`src/include/acm_pkg.sv`:
```
// Constants and types for the converter channel mux and request arbiter.
package acm_pkg;

  // ==========================================================================
  // Register port geometry
  localparam int ADDR_W = 3;
  localparam int DATA_W = 24;
  localparam int RES_W  = 10;
  localparam int NREQ   = 2;

  // ==========================================================================
  // Register offsets
  localparam logic [2:0] OFS_REQ_CTRL = 3'h0;
  localparam logic [2:0] OFS_ROUTE    = 3'h1;
  localparam logic [2:0] OFS_STATUS   = 3'h2;
  localparam logic [2:0] OFS_MASK     = 3'h3;
  localparam logic [2:0] OFS_RESULT_P = 3'h4;
  localparam logic [2:0] OFS_RESULT_S = 3'h5;

  // ==========================================================================
  // Request control fields
  localparam int CTL_ENABLE     = 0;
  localparam int CTL_HW_IGNORE  = 1;
  localparam int CTL_HOLD_OFF   = 2;
  localparam int CTL_SINGLE     = 3;
  localparam int CTL_HW_ARM     = 4;
  localparam int CTL_W          = 5;
  localparam int CTL_SW_START   = 8;
  localparam int CTL_SEC_SELECT = 23;
  localparam logic [4:0] CTL_RESET = 5'h00;

  // ==========================================================================
  // Routing fields
  localparam int RT_HALVE      = 0;
  localparam int RT_SEL_LO     = 1;
  localparam int RT_SEL_HI     = 2;
  localparam int RT_COIN       = 3;
  localparam int RT_REMOVAL_EN = 4;
  localparam int RT_OUT4_ROUTE = 5;
  localparam int RT_W          = 6;
  localparam logic [5:0] RT_RESET = 6'h00;

  // ==========================================================================
  // Status and mask fields
  localparam int ST_SENSE     = 0;
  localparam int ST_REMOVAL   = 1;
  localparam int ST_DONE_P    = 2;
  localparam int ST_DONE_S    = 3;
  localparam int ST_BUSY      = 4;
  localparam int ST_CURRENT   = 5;
  localparam int ST_DIE_WARM  = 6;
  localparam logic [2:0] MASK_RESET = 3'h7;

  // ==========================================================================
  // Channel 7 source codes
  localparam logic [1:0] CH7_AUX   = 2'h0;
  localparam logic [1:0] CH7_DIE   = 2'h1;
  localparam logic [1:0] CH7_USBID = 2'h2;
  localparam logic [1:0] CH7_ALT   = 2'h3;

  // ==========================================================================
  // Die temperature code at 25 degrees; one step is about 0.4244 degrees up.
  localparam logic [9:0] DIE_CODE_25C = 10'h2A8;

  // ==========================================================================
  // Timing
  localparam int CLK_MHZ             = 20;
  localparam int REMOVAL_DEBOUNCE_US = 1000;
  localparam int REMOVAL_DEBOUNCE_CYC = REMOVAL_DEBOUNCE_US * CLK_MHZ;

  typedef enum logic {ACM_IDLE, ACM_BUSY} acm_state_t;

endpackage

```
`src/acm_top.sv`:
```
// Channel 5..7 routing, removal check and two-request conversion arbiter.
// Summary of operation
// - Channel 5 passes thermistor input unscaled normally.
// - Removal check runs only while enabled.
// - Input above 31/32 bias sets sense.
// - Channel 6 coin cell at 2/3 when enabled.
// - Channel 7 select codes and halve bit.
// - Alternate input needs shared output routed.
// - Die temperature 680 at 25 C.
// - Two requests share core, separate results.
// - Bit 23 write steers secondary request.
// - Bit 23 reads 0; only primary readable.
// - Per-request maskable completion interrupt.
// - First arrived trigger served first.
// - Hold-off drops other trigger, else remembered.
// - Software starts ignore hold-off.
// - Single shot accepts first hardware trigger.
// - Equal hold-off ties favour primary request.
// - Ignore bit disregards hardware trigger pin.
// - Enable low ignores all triggers.
//
// Design decisions made here: the strobed register port and the register addresses.
module acm_top #(
  parameter int DEBOUNCE_CYCLES = acm_pkg::REMOVAL_DEBOUNCE_CYC
) (
  input  wire logic                      CORE_CLK,
  input  wire logic                      SRST,
  input  wire logic [acm_pkg::ADDR_W-1:0] REG_ADDR,
  input  wire logic [acm_pkg::DATA_W-1:0] REG_WDATA,
  input  wire logic                      REG_WR,
  input  wire logic                      REG_RD,
  output logic      [acm_pkg::DATA_W-1:0] REG_RDATA,
  input  wire logic                      HW_TRIGGER_PIN,
  input  wire logic                      REMOVAL_COMPARE,
  input  wire logic                      CONV_DONE,
  input  wire logic [acm_pkg::RES_W-1:0]  CONV_DATA,
  output logic                           CONV_START,
  output logic                           CONV_REQ_SECONDARY,
  output logic                           CH5_DIRECT,
  output logic                           REMOVAL_COMPARE_EN,
  output logic                           CH6_COIN_SELECT,
  output logic      [1:0]                CH7_SOURCE,
  output logic                           CH7_HALVE,
  output logic                           CH7_ROUTE_VALID,
  output logic                           REMOVAL_IRQ,
  output logic                           PRIMARY_DONE_IRQ,
  output logic                           SECONDARY_DONE_IRQ
);

  typedef struct packed {
    logic                                   trig_meta;
    logic                                   trig_sync;
    logic                                   trig_prev;
    logic                                   comp_meta;
    logic                                   comp_sync;
    logic [acm_pkg::NREQ-1:0][acm_pkg::CTL_W-1:0] ctrl;
    logic [acm_pkg::RT_W-1:0]               route;
    logic [2:0]                             mask;
    logic [acm_pkg::NREQ-1:0]               pending;
    logic [acm_pkg::NREQ-1:0]               shot_used;
    logic                                   older;
    acm_pkg::acm_state_t                    state;
    logic                                   cur;
    logic [acm_pkg::NREQ-1:0][acm_pkg::RES_W-1:0] result;
    logic [acm_pkg::NREQ-1:0]               done;
    logic                                   removal_flag;
    logic                                   die_warm;
    logic [15:0]                            deb_cnt;
    logic                                   start;
    logic [acm_pkg::DATA_W-1:0]             rdata;
    logic [2:0]                             irq;
  } acm_regs_t;

  acm_regs_t cur_q;
  acm_regs_t next_q;

  // ==========================================================================
  // Read decode
  function automatic logic [acm_pkg::DATA_W-1:0] read_word(
    input logic [acm_pkg::ADDR_W-1:0] addr,
    input acm_regs_t                  s
  );
    logic [acm_pkg::DATA_W-1:0] w;
    w = '0;
    unique case (addr)
      acm_pkg::OFS_REQ_CTRL: w[acm_pkg::CTL_W-1:0] = s.ctrl[0];
      acm_pkg::OFS_ROUTE:    w[acm_pkg::RT_W-1:0] = s.route;
      acm_pkg::OFS_STATUS: begin
        w[acm_pkg::ST_SENSE]    = s.comp_sync & s.route[acm_pkg::RT_REMOVAL_EN];
        w[acm_pkg::ST_REMOVAL]  = s.removal_flag;
        w[acm_pkg::ST_DONE_P]   = s.done[0];
        w[acm_pkg::ST_DONE_S]   = s.done[1];
        w[acm_pkg::ST_BUSY]     = (s.state == acm_pkg::ACM_BUSY);
        w[acm_pkg::ST_CURRENT]  = s.cur;
        w[acm_pkg::ST_DIE_WARM] = s.die_warm;
      end
      acm_pkg::OFS_MASK:     w[2:0] = s.mask;
      acm_pkg::OFS_RESULT_P: w[acm_pkg::RES_W-1:0] = s.result[0];
      acm_pkg::OFS_RESULT_S: w[acm_pkg::RES_W-1:0] = s.result[1];
      default:               w = '0;
    endcase
    return w;
  endfunction

  // ==========================================================================
  // Next state
  always_comb begin
    logic                     trig_rise;
    logic                     ctl_wr;
    logic                     sel;
    logic                     busy;
    logic [acm_pkg::NREQ-1:0] ev;
    logic [acm_pkg::NREQ-1:0] pend_now;
    logic                     pick;
    logic                     sense;
    trig_rise = 1'b0;
    ctl_wr    = 1'b0;
    sel       = 1'b0;
    busy      = 1'b0;
    ev        = '0;
    pend_now  = '0;
    pick      = 1'b0;
    sense     = 1'b0;
    next_q    = cur_q;

    next_q.trig_meta = HW_TRIGGER_PIN;
    next_q.trig_sync = cur_q.trig_meta;
    next_q.trig_prev = cur_q.trig_sync;
    next_q.comp_meta = REMOVAL_COMPARE;
    next_q.comp_sync = cur_q.comp_meta;
    next_q.start     = 1'b0;

    trig_rise = cur_q.trig_sync & ~cur_q.trig_prev;
    busy      = (cur_q.state == acm_pkg::ACM_BUSY);
    ctl_wr    = REG_WR && (REG_ADDR == acm_pkg::OFS_REQ_CTRL);
    sel       = REG_WDATA[acm_pkg::CTL_SEC_SELECT];

    // Register writes.
    if (ctl_wr) begin
      next_q.ctrl[sel] = REG_WDATA[acm_pkg::CTL_W-1:0];
    end
    if (REG_WR && REG_ADDR == acm_pkg::OFS_ROUTE) begin
      next_q.route = REG_WDATA[acm_pkg::RT_W-1:0];
    end
    if (REG_WR && REG_ADDR == acm_pkg::OFS_MASK) begin
      next_q.mask = REG_WDATA[2:0];
    end

    // Trigger acceptance per request.
    for (int r = 0; r < acm_pkg::NREQ; r++) begin
      if (trig_rise
          && cur_q.ctrl[r][acm_pkg::CTL_ENABLE]
          && !cur_q.ctrl[r][acm_pkg::CTL_HW_IGNORE]
          && cur_q.ctrl[r][acm_pkg::CTL_HW_ARM]
          && !(cur_q.ctrl[r][acm_pkg::CTL_SINGLE] && cur_q.shot_used[r])
          && !(busy && cur_q.cur != r[0]
               && cur_q.ctrl[r][acm_pkg::CTL_HOLD_OFF])) begin
        ev[r] = 1'b1;
        next_q.shot_used[r] = cur_q.ctrl[r][acm_pkg::CTL_SINGLE];
      end
      if (ctl_wr && sel == r[0]
          && REG_WDATA[acm_pkg::CTL_SW_START]
          && REG_WDATA[acm_pkg::CTL_ENABLE]) begin
        ev[r] = 1'b1;
      end
      if (ctl_wr && sel == r[0] && !REG_WDATA[acm_pkg::CTL_SINGLE]) begin
        next_q.shot_used[r] = 1'b0;
      end
    end

    // Arrival order; a tie favours primary unless only it holds off.
    pend_now = cur_q.pending;
    if (ev[0] && ev[1] && pend_now == '0) begin
      next_q.older = (cur_q.ctrl[0][acm_pkg::CTL_HOLD_OFF]
                      && !cur_q.ctrl[1][acm_pkg::CTL_HOLD_OFF]);
    end else if (ev[1] && !pend_now[1] && pend_now[0]) begin
      next_q.older = 1'b0;
    end else if (ev[0] && !pend_now[0] && pend_now[1]) begin
      next_q.older = 1'b1;
    end else if (pend_now == '0 && ev != '0) begin
      next_q.older = ev[1];
    end
    next_q.pending = cur_q.pending | ev;

    // Shared converter sequencing.
    unique case (cur_q.state)
      acm_pkg::ACM_IDLE: begin
        if (cur_q.pending != '0) begin
          pick = (cur_q.pending == 2'h3) ? cur_q.older : cur_q.pending[1];
          next_q.cur           = pick;
          next_q.pending[pick] = ev[pick];
          next_q.start         = 1'b1;
          next_q.state         = acm_pkg::ACM_BUSY;
          if (ev != '0 && ev[pick]) begin
            next_q.older = ~pick;
          end
        end
      end
      acm_pkg::ACM_BUSY: begin
        if (CONV_DONE) begin
          next_q.result[cur_q.cur] = CONV_DATA;
          next_q.state             = acm_pkg::ACM_IDLE;
          if (cur_q.route[acm_pkg::RT_SEL_HI:acm_pkg::RT_SEL_LO] == acm_pkg::CH7_DIE) begin
            next_q.die_warm = (CONV_DATA >= acm_pkg::DIE_CODE_25C);
          end
        end
      end
    endcase

    // Sticky done flags; a new completion beats a clear in the same cycle.
    for (int r = 0; r < acm_pkg::NREQ; r++) begin
      if (REG_WR && REG_ADDR == acm_pkg::OFS_STATUS
          && REG_WDATA[acm_pkg::ST_DONE_P + r]) begin
        next_q.done[r] = 1'b0;
      end
      if (busy && CONV_DONE && cur_q.cur == r[0]) begin
        next_q.done[r] = 1'b1;
      end
    end

    // Removal check with debounce.
    sense = cur_q.comp_sync && cur_q.route[acm_pkg::RT_REMOVAL_EN];
    if (!sense) begin
      next_q.deb_cnt = '0;
    end else if (cur_q.deb_cnt < 16'(DEBOUNCE_CYCLES)) begin
      next_q.deb_cnt = cur_q.deb_cnt + 16'h0001;
    end
    if (REG_WR && REG_ADDR == acm_pkg::OFS_STATUS
        && REG_WDATA[acm_pkg::ST_REMOVAL]) begin
      next_q.removal_flag = 1'b0;
    end
    if (sense && cur_q.deb_cnt == 16'(DEBOUNCE_CYCLES - 1)) begin
      next_q.removal_flag = 1'b1;
    end

    next_q.irq = next_q.mask & {next_q.done[1], next_q.done[0],
                                next_q.removal_flag};
    next_q.rdata = REG_RD ? read_word(REG_ADDR, cur_q) : '0;
  end

  // ==========================================================================
  // State register
  always_ff @(posedge CORE_CLK) begin
    if (SRST) begin
      cur_q              <= '0;
      cur_q.ctrl[0]      <= acm_pkg::CTL_RESET;
      cur_q.ctrl[1]      <= acm_pkg::CTL_RESET;
      cur_q.route        <= acm_pkg::RT_RESET;
      cur_q.mask         <= acm_pkg::MASK_RESET;
      cur_q.state        <= acm_pkg::ACM_IDLE;
    end else begin
      cur_q <= next_q;
    end
  end

  // ==========================================================================
  // Outputs taken from flip-flops, except CH5_DIRECT and CH7_ROUTE_VALID, which are decoded from route bits
  assign REG_RDATA          = cur_q.rdata;
  assign CONV_START         = cur_q.start;
  assign CONV_REQ_SECONDARY = cur_q.cur;
  assign CH5_DIRECT         = ~cur_q.route[acm_pkg::RT_REMOVAL_EN];
  assign REMOVAL_COMPARE_EN = cur_q.route[acm_pkg::RT_REMOVAL_EN];
  assign CH6_COIN_SELECT    = cur_q.route[acm_pkg::RT_COIN];
  assign CH7_SOURCE         = cur_q.route[acm_pkg::RT_SEL_HI:acm_pkg::RT_SEL_LO];
  assign CH7_HALVE          = cur_q.route[acm_pkg::RT_HALVE];
  assign CH7_ROUTE_VALID    = (CH7_SOURCE != acm_pkg::CH7_ALT)
                              || cur_q.route[acm_pkg::RT_OUT4_ROUTE];
  assign REMOVAL_IRQ        = cur_q.irq[0];
  assign PRIMARY_DONE_IRQ   = cur_q.irq[1];
  assign SECONDARY_DONE_IRQ = cur_q.irq[2];

endmodule
```
`config.mk`:
```
export PLATFORM = sky130hd
export DESIGN_NAME = acm_top
export DESIGN_NICKNAME = d
export VERILOG_FILES = /design/src/include/acm_pkg.sv /design/src/acm_top.sv
export SDC_FILE = /design/constraint.sdc
export NUM_CORES = 1
export LEC_CHECK = 0
export BUFFER_PORTS_ARGS = -buffer_cell sky130_fd_sc_hd__buf_2
export CAP_MARGIN = 20
export CORE_UTILIZATION = 45
export CTS_CLUSTER_DIAMETER = 100
export DETAILED_ROUTE_END_ITERATION = 7
export PLACE_DENSITY = 0.68
export SYNTH_ARGS = -nofsm -noshare
export SYNTH_HDL_FRONTEND = slang
export SYNTH_SLANG_ARGS = --single-unit
```
`constraint.sdc`:
```
create_clock -name CORE_CLK -period 4.2 [get_ports CORE_CLK]
set_clock_uncertainty 0.2 [all_clocks]
set_input_delay 1.05 -clock CORE_CLK [delete_from_list [all_inputs] [get_ports CORE_CLK]]
set_output_delay 1.05 -clock CORE_CLK [all_outputs]
set_load 0.1 [all_outputs]
```
==> impl_metrics.yaml <==
critical_path:
  cp_slowest_cell: "nor2_1"
  crit_fanout: 23
  critPathKind: "in2reg"
  cp-end-kind: "register"
  cp_cell_sequence: "buf_2, nor2_1, nand4_1, o21a_1, o221ai_1, nor4bb_1"
  arrival_ns: 2.70
  critPathLaunchType: "primary input"
  critPathRequiredTime_ns: 4.27
  cp-startpoint: "REG_ADDR[0]"
  slowest_delay_ns: 0.44
  r2r_start: "cur_q[33]"
cts:
  cts_tree: "yes"
  clkSinkCount: 85
  cts.clk_slew.worst_paths_ns: 0.09
  post-cts-setup-buffers: 0
  cts_buffer_depth: 2
  clk_latency_ns: 0.35
  numCtsBuffers: 9
  cts-hold-fix-buffers: 0
  cts_root_buf: "clkbuf_8"
  cts_max_level: 3
  cts_resized: 0
worst_hold_path:
  hp-class: "reg2reg"
  min_from: "cur_q[98]"
synth:
  yosysSeqAreaShare_pct: 44.30
  yosysUniqueCellTypes: 49
  yosysWarnings: 0
  synth_top_area_share_pct: 44.30
  syn_area_mm2: 0.003841
  ys_top_cells_by_count: "dfxtp_1, nand2_1, a21oi_1"
  ys_top_cells_by_area: "dfxtp_1, nand2_1, a21oi_1"
  synth_flop_cell: "dfxtp_1"
  async_reset_ff_share_pct: 0
  synthCells: 458
  ys_ff_latch: 85
  synth_area_per_cell_um2: 8.387
  synth_edf_count: 0
  synth_top_cell_by_area: "dfxtp_1"
  synth_most_common_cell: "dfxtp_1"
global_route:
  grt_max_degree: 47
  grt_pass1_wl_um: 14050
  grtUsageTotal_pct: 20.38
  antenna_found_initial: 0
  grt_pass1_vias: 2899
  globalRouteOverflowTotal: 0
floorplanning:
  die_y_um: 94.39
  die-width_um: 94.39
  ios: 80
  rows: 33
  core_area_mm2: 0.008258
  die_area_mm2: 0.008909
  start_util_pct: 46.52
sta:
  min_period_over_period_pct: 62.83
  rsz0062_at_grt: "no"
  layout_min_cycle_time_ns: 2.639
  maxSlewHeadroom_pct: 43.72
  timing.fmax_ghz: 0.3789
  worst_pin_slew_ns: 0.8372
  hold_viol_final: 0
  setup_tns_ns: 0
  setup_viol: 0
  finalMaxSlewViolations: 0
routing:
  routed_wl_um: 8581
  drt_iter0_drc: 169
  drtAntennaViolNets: 0
  drt-vias-per-instance: 5.418
  via_count: 3218
  dr.pass1.iters: 5
  drc: 0
  avgRoutedWirePerCell_um: 14.45
placed_design:
  dp_cells: 578
  io_buffers: 49
  dp_hpwl_um: 5990
  place_congestion: 0.8223
pwr:
  ir_worst_vdd_uv: 184.8
  leakage_uw: 0.001560
  power_density_mw_per_mm2: 379.8
layout:
  num-nets-final: 529
  final_cells: 594
  n_fill_cell: 802
  syn2layout_area_growth_pct: 9.642
  layout-drive-gt1-share_pct: 15.95
  diodes: 0
job:
  cap_violations: 0
outcome:
  status: "finished clean"
power breakdown:
group          total (uW)  internal [uW]  leakage [uW]  switching (uW)
clock                 637            350      0.000112             287
combinational         147           28.8      0.000762             118
sequential            816            812      0.000686            4.67
final timing paths:
kind / slack (ns) / cells after the start / to
worst max register to register: 1.83 / 5 / cur_q[38]
worst min-delay path: 0.24 / 1 / cur_q[97]
worst min register to register: 0.24 / 1 / cur_q[97]
worst max-delay path: 1.56 / 6 / cur_q[70]
metrics by stage:
step / total power [uW] / utilization, % / worst slack (ns) / hold WS [ns] / area [um^2]
after global placement: 979.4 / 48.29 / 1.299 / 0.2312 / 3988
final: 1600 / 51.00 / 1.561 / 0.2377 / 4212
after floorplan: 959.4 / - / 1.265 / 0.2138 / 3890
after global routing: 1658 / 51.00 / 1.405 / 0.2545 / 4212
after detailed placement: 980.7 / 48.29 / 1.227 / 0.2247 / 3988
after CTS: 1614 / 51.00 / 1.582 / 0.2447 / 4212
sequential cells by signal, summed over array words and instances (netlist names):
name                flops
REG_RDATA              10
cur_q                  65
REMOVAL_COMPARE_EN      1
CH6_COIN_SELECT         1
SECONDARY_DONE_IRQ      1
REMOVAL_IRQ             1
CH7_HALVE               1
CONV_REQ_SECONDARY      1
CH7_SOURCE              2
CONV_START              1
PRIMARY_DONE_IRQ        1
worst max-delay path: cells and delay by family:
kind            cells  cell delay [ns]
simple gates        3             0.92
compound gates      2             0.46
buf+inv             1             0.26
placed cells by master (no fill, tap or decap), types with 3 or more instances in the layout:
| cell type | n |
|---|---|
| nor2_1 | 36 |
| buf_2 | 49 |
| mux2i_1 | 23 |
| nor4_1 | 3 |
| nor4bb_1 | 3 |
| nand2_1 | 70 |
| or3_1 | 8 |
| and3_1 | 3 |
| inv_1 | 7 |
| xnor2_1 | 3 |
| nor3_1 | 8 |
| or2_2 | 3 |
| a21oi_1 | 52 |
| nand4_1 | 5 |
| nand3b_1 | 3 |
| a31oi_1 | 3 |
| and2_1 | 3 |
| nand3_1 | 18 |
| o21a_1 | 7 |
| dfxtp_1 | 85 |
| mux2_2 | 5 |
| nor2b_1 | 11 |
| nand2b_1 | 9 |
| o21ai_0 | 13 |
| clkbuf_8 | 10 |
| conb_1 | 14 |
routing by layer:
layer	wire [um]	up-vias	track usage [%]
met4	68	0	8.590
met1	3982	1509	27.96
li1	-	1606	-
met5	0	-	0
met3	483	5	3.623
met2	4046	98	31.40
cell families (layout without fill, tap and decap cells):
family	after synthesis	after routing	synth area share (%)
simple gates	194	194	24.95
buf+inv	55	73	8.143
fa+ha+maj	1	1	0.3257
flops	85	85	44.30
other cells	1	14	0.09763
compound gates	90	90	13.45
mux	29	29	8.045
xor+xnor	3	3	0.6842
layout make-up:
type                    count  area (um^2)  share of cell area (%)
multi-input cells         331         1876                   44.53
flip-flops and latches     85         1702                   40.40
inverters                   7        26.28                  0.6239
well taps                 105        131.4                   3.119
clock buffers              10        137.6                   3.268
repair buffers             50        252.7                   6.001
clock inverters             6        86.33                   2.050
Note: power is estimated with default switching activity, not from simulation.
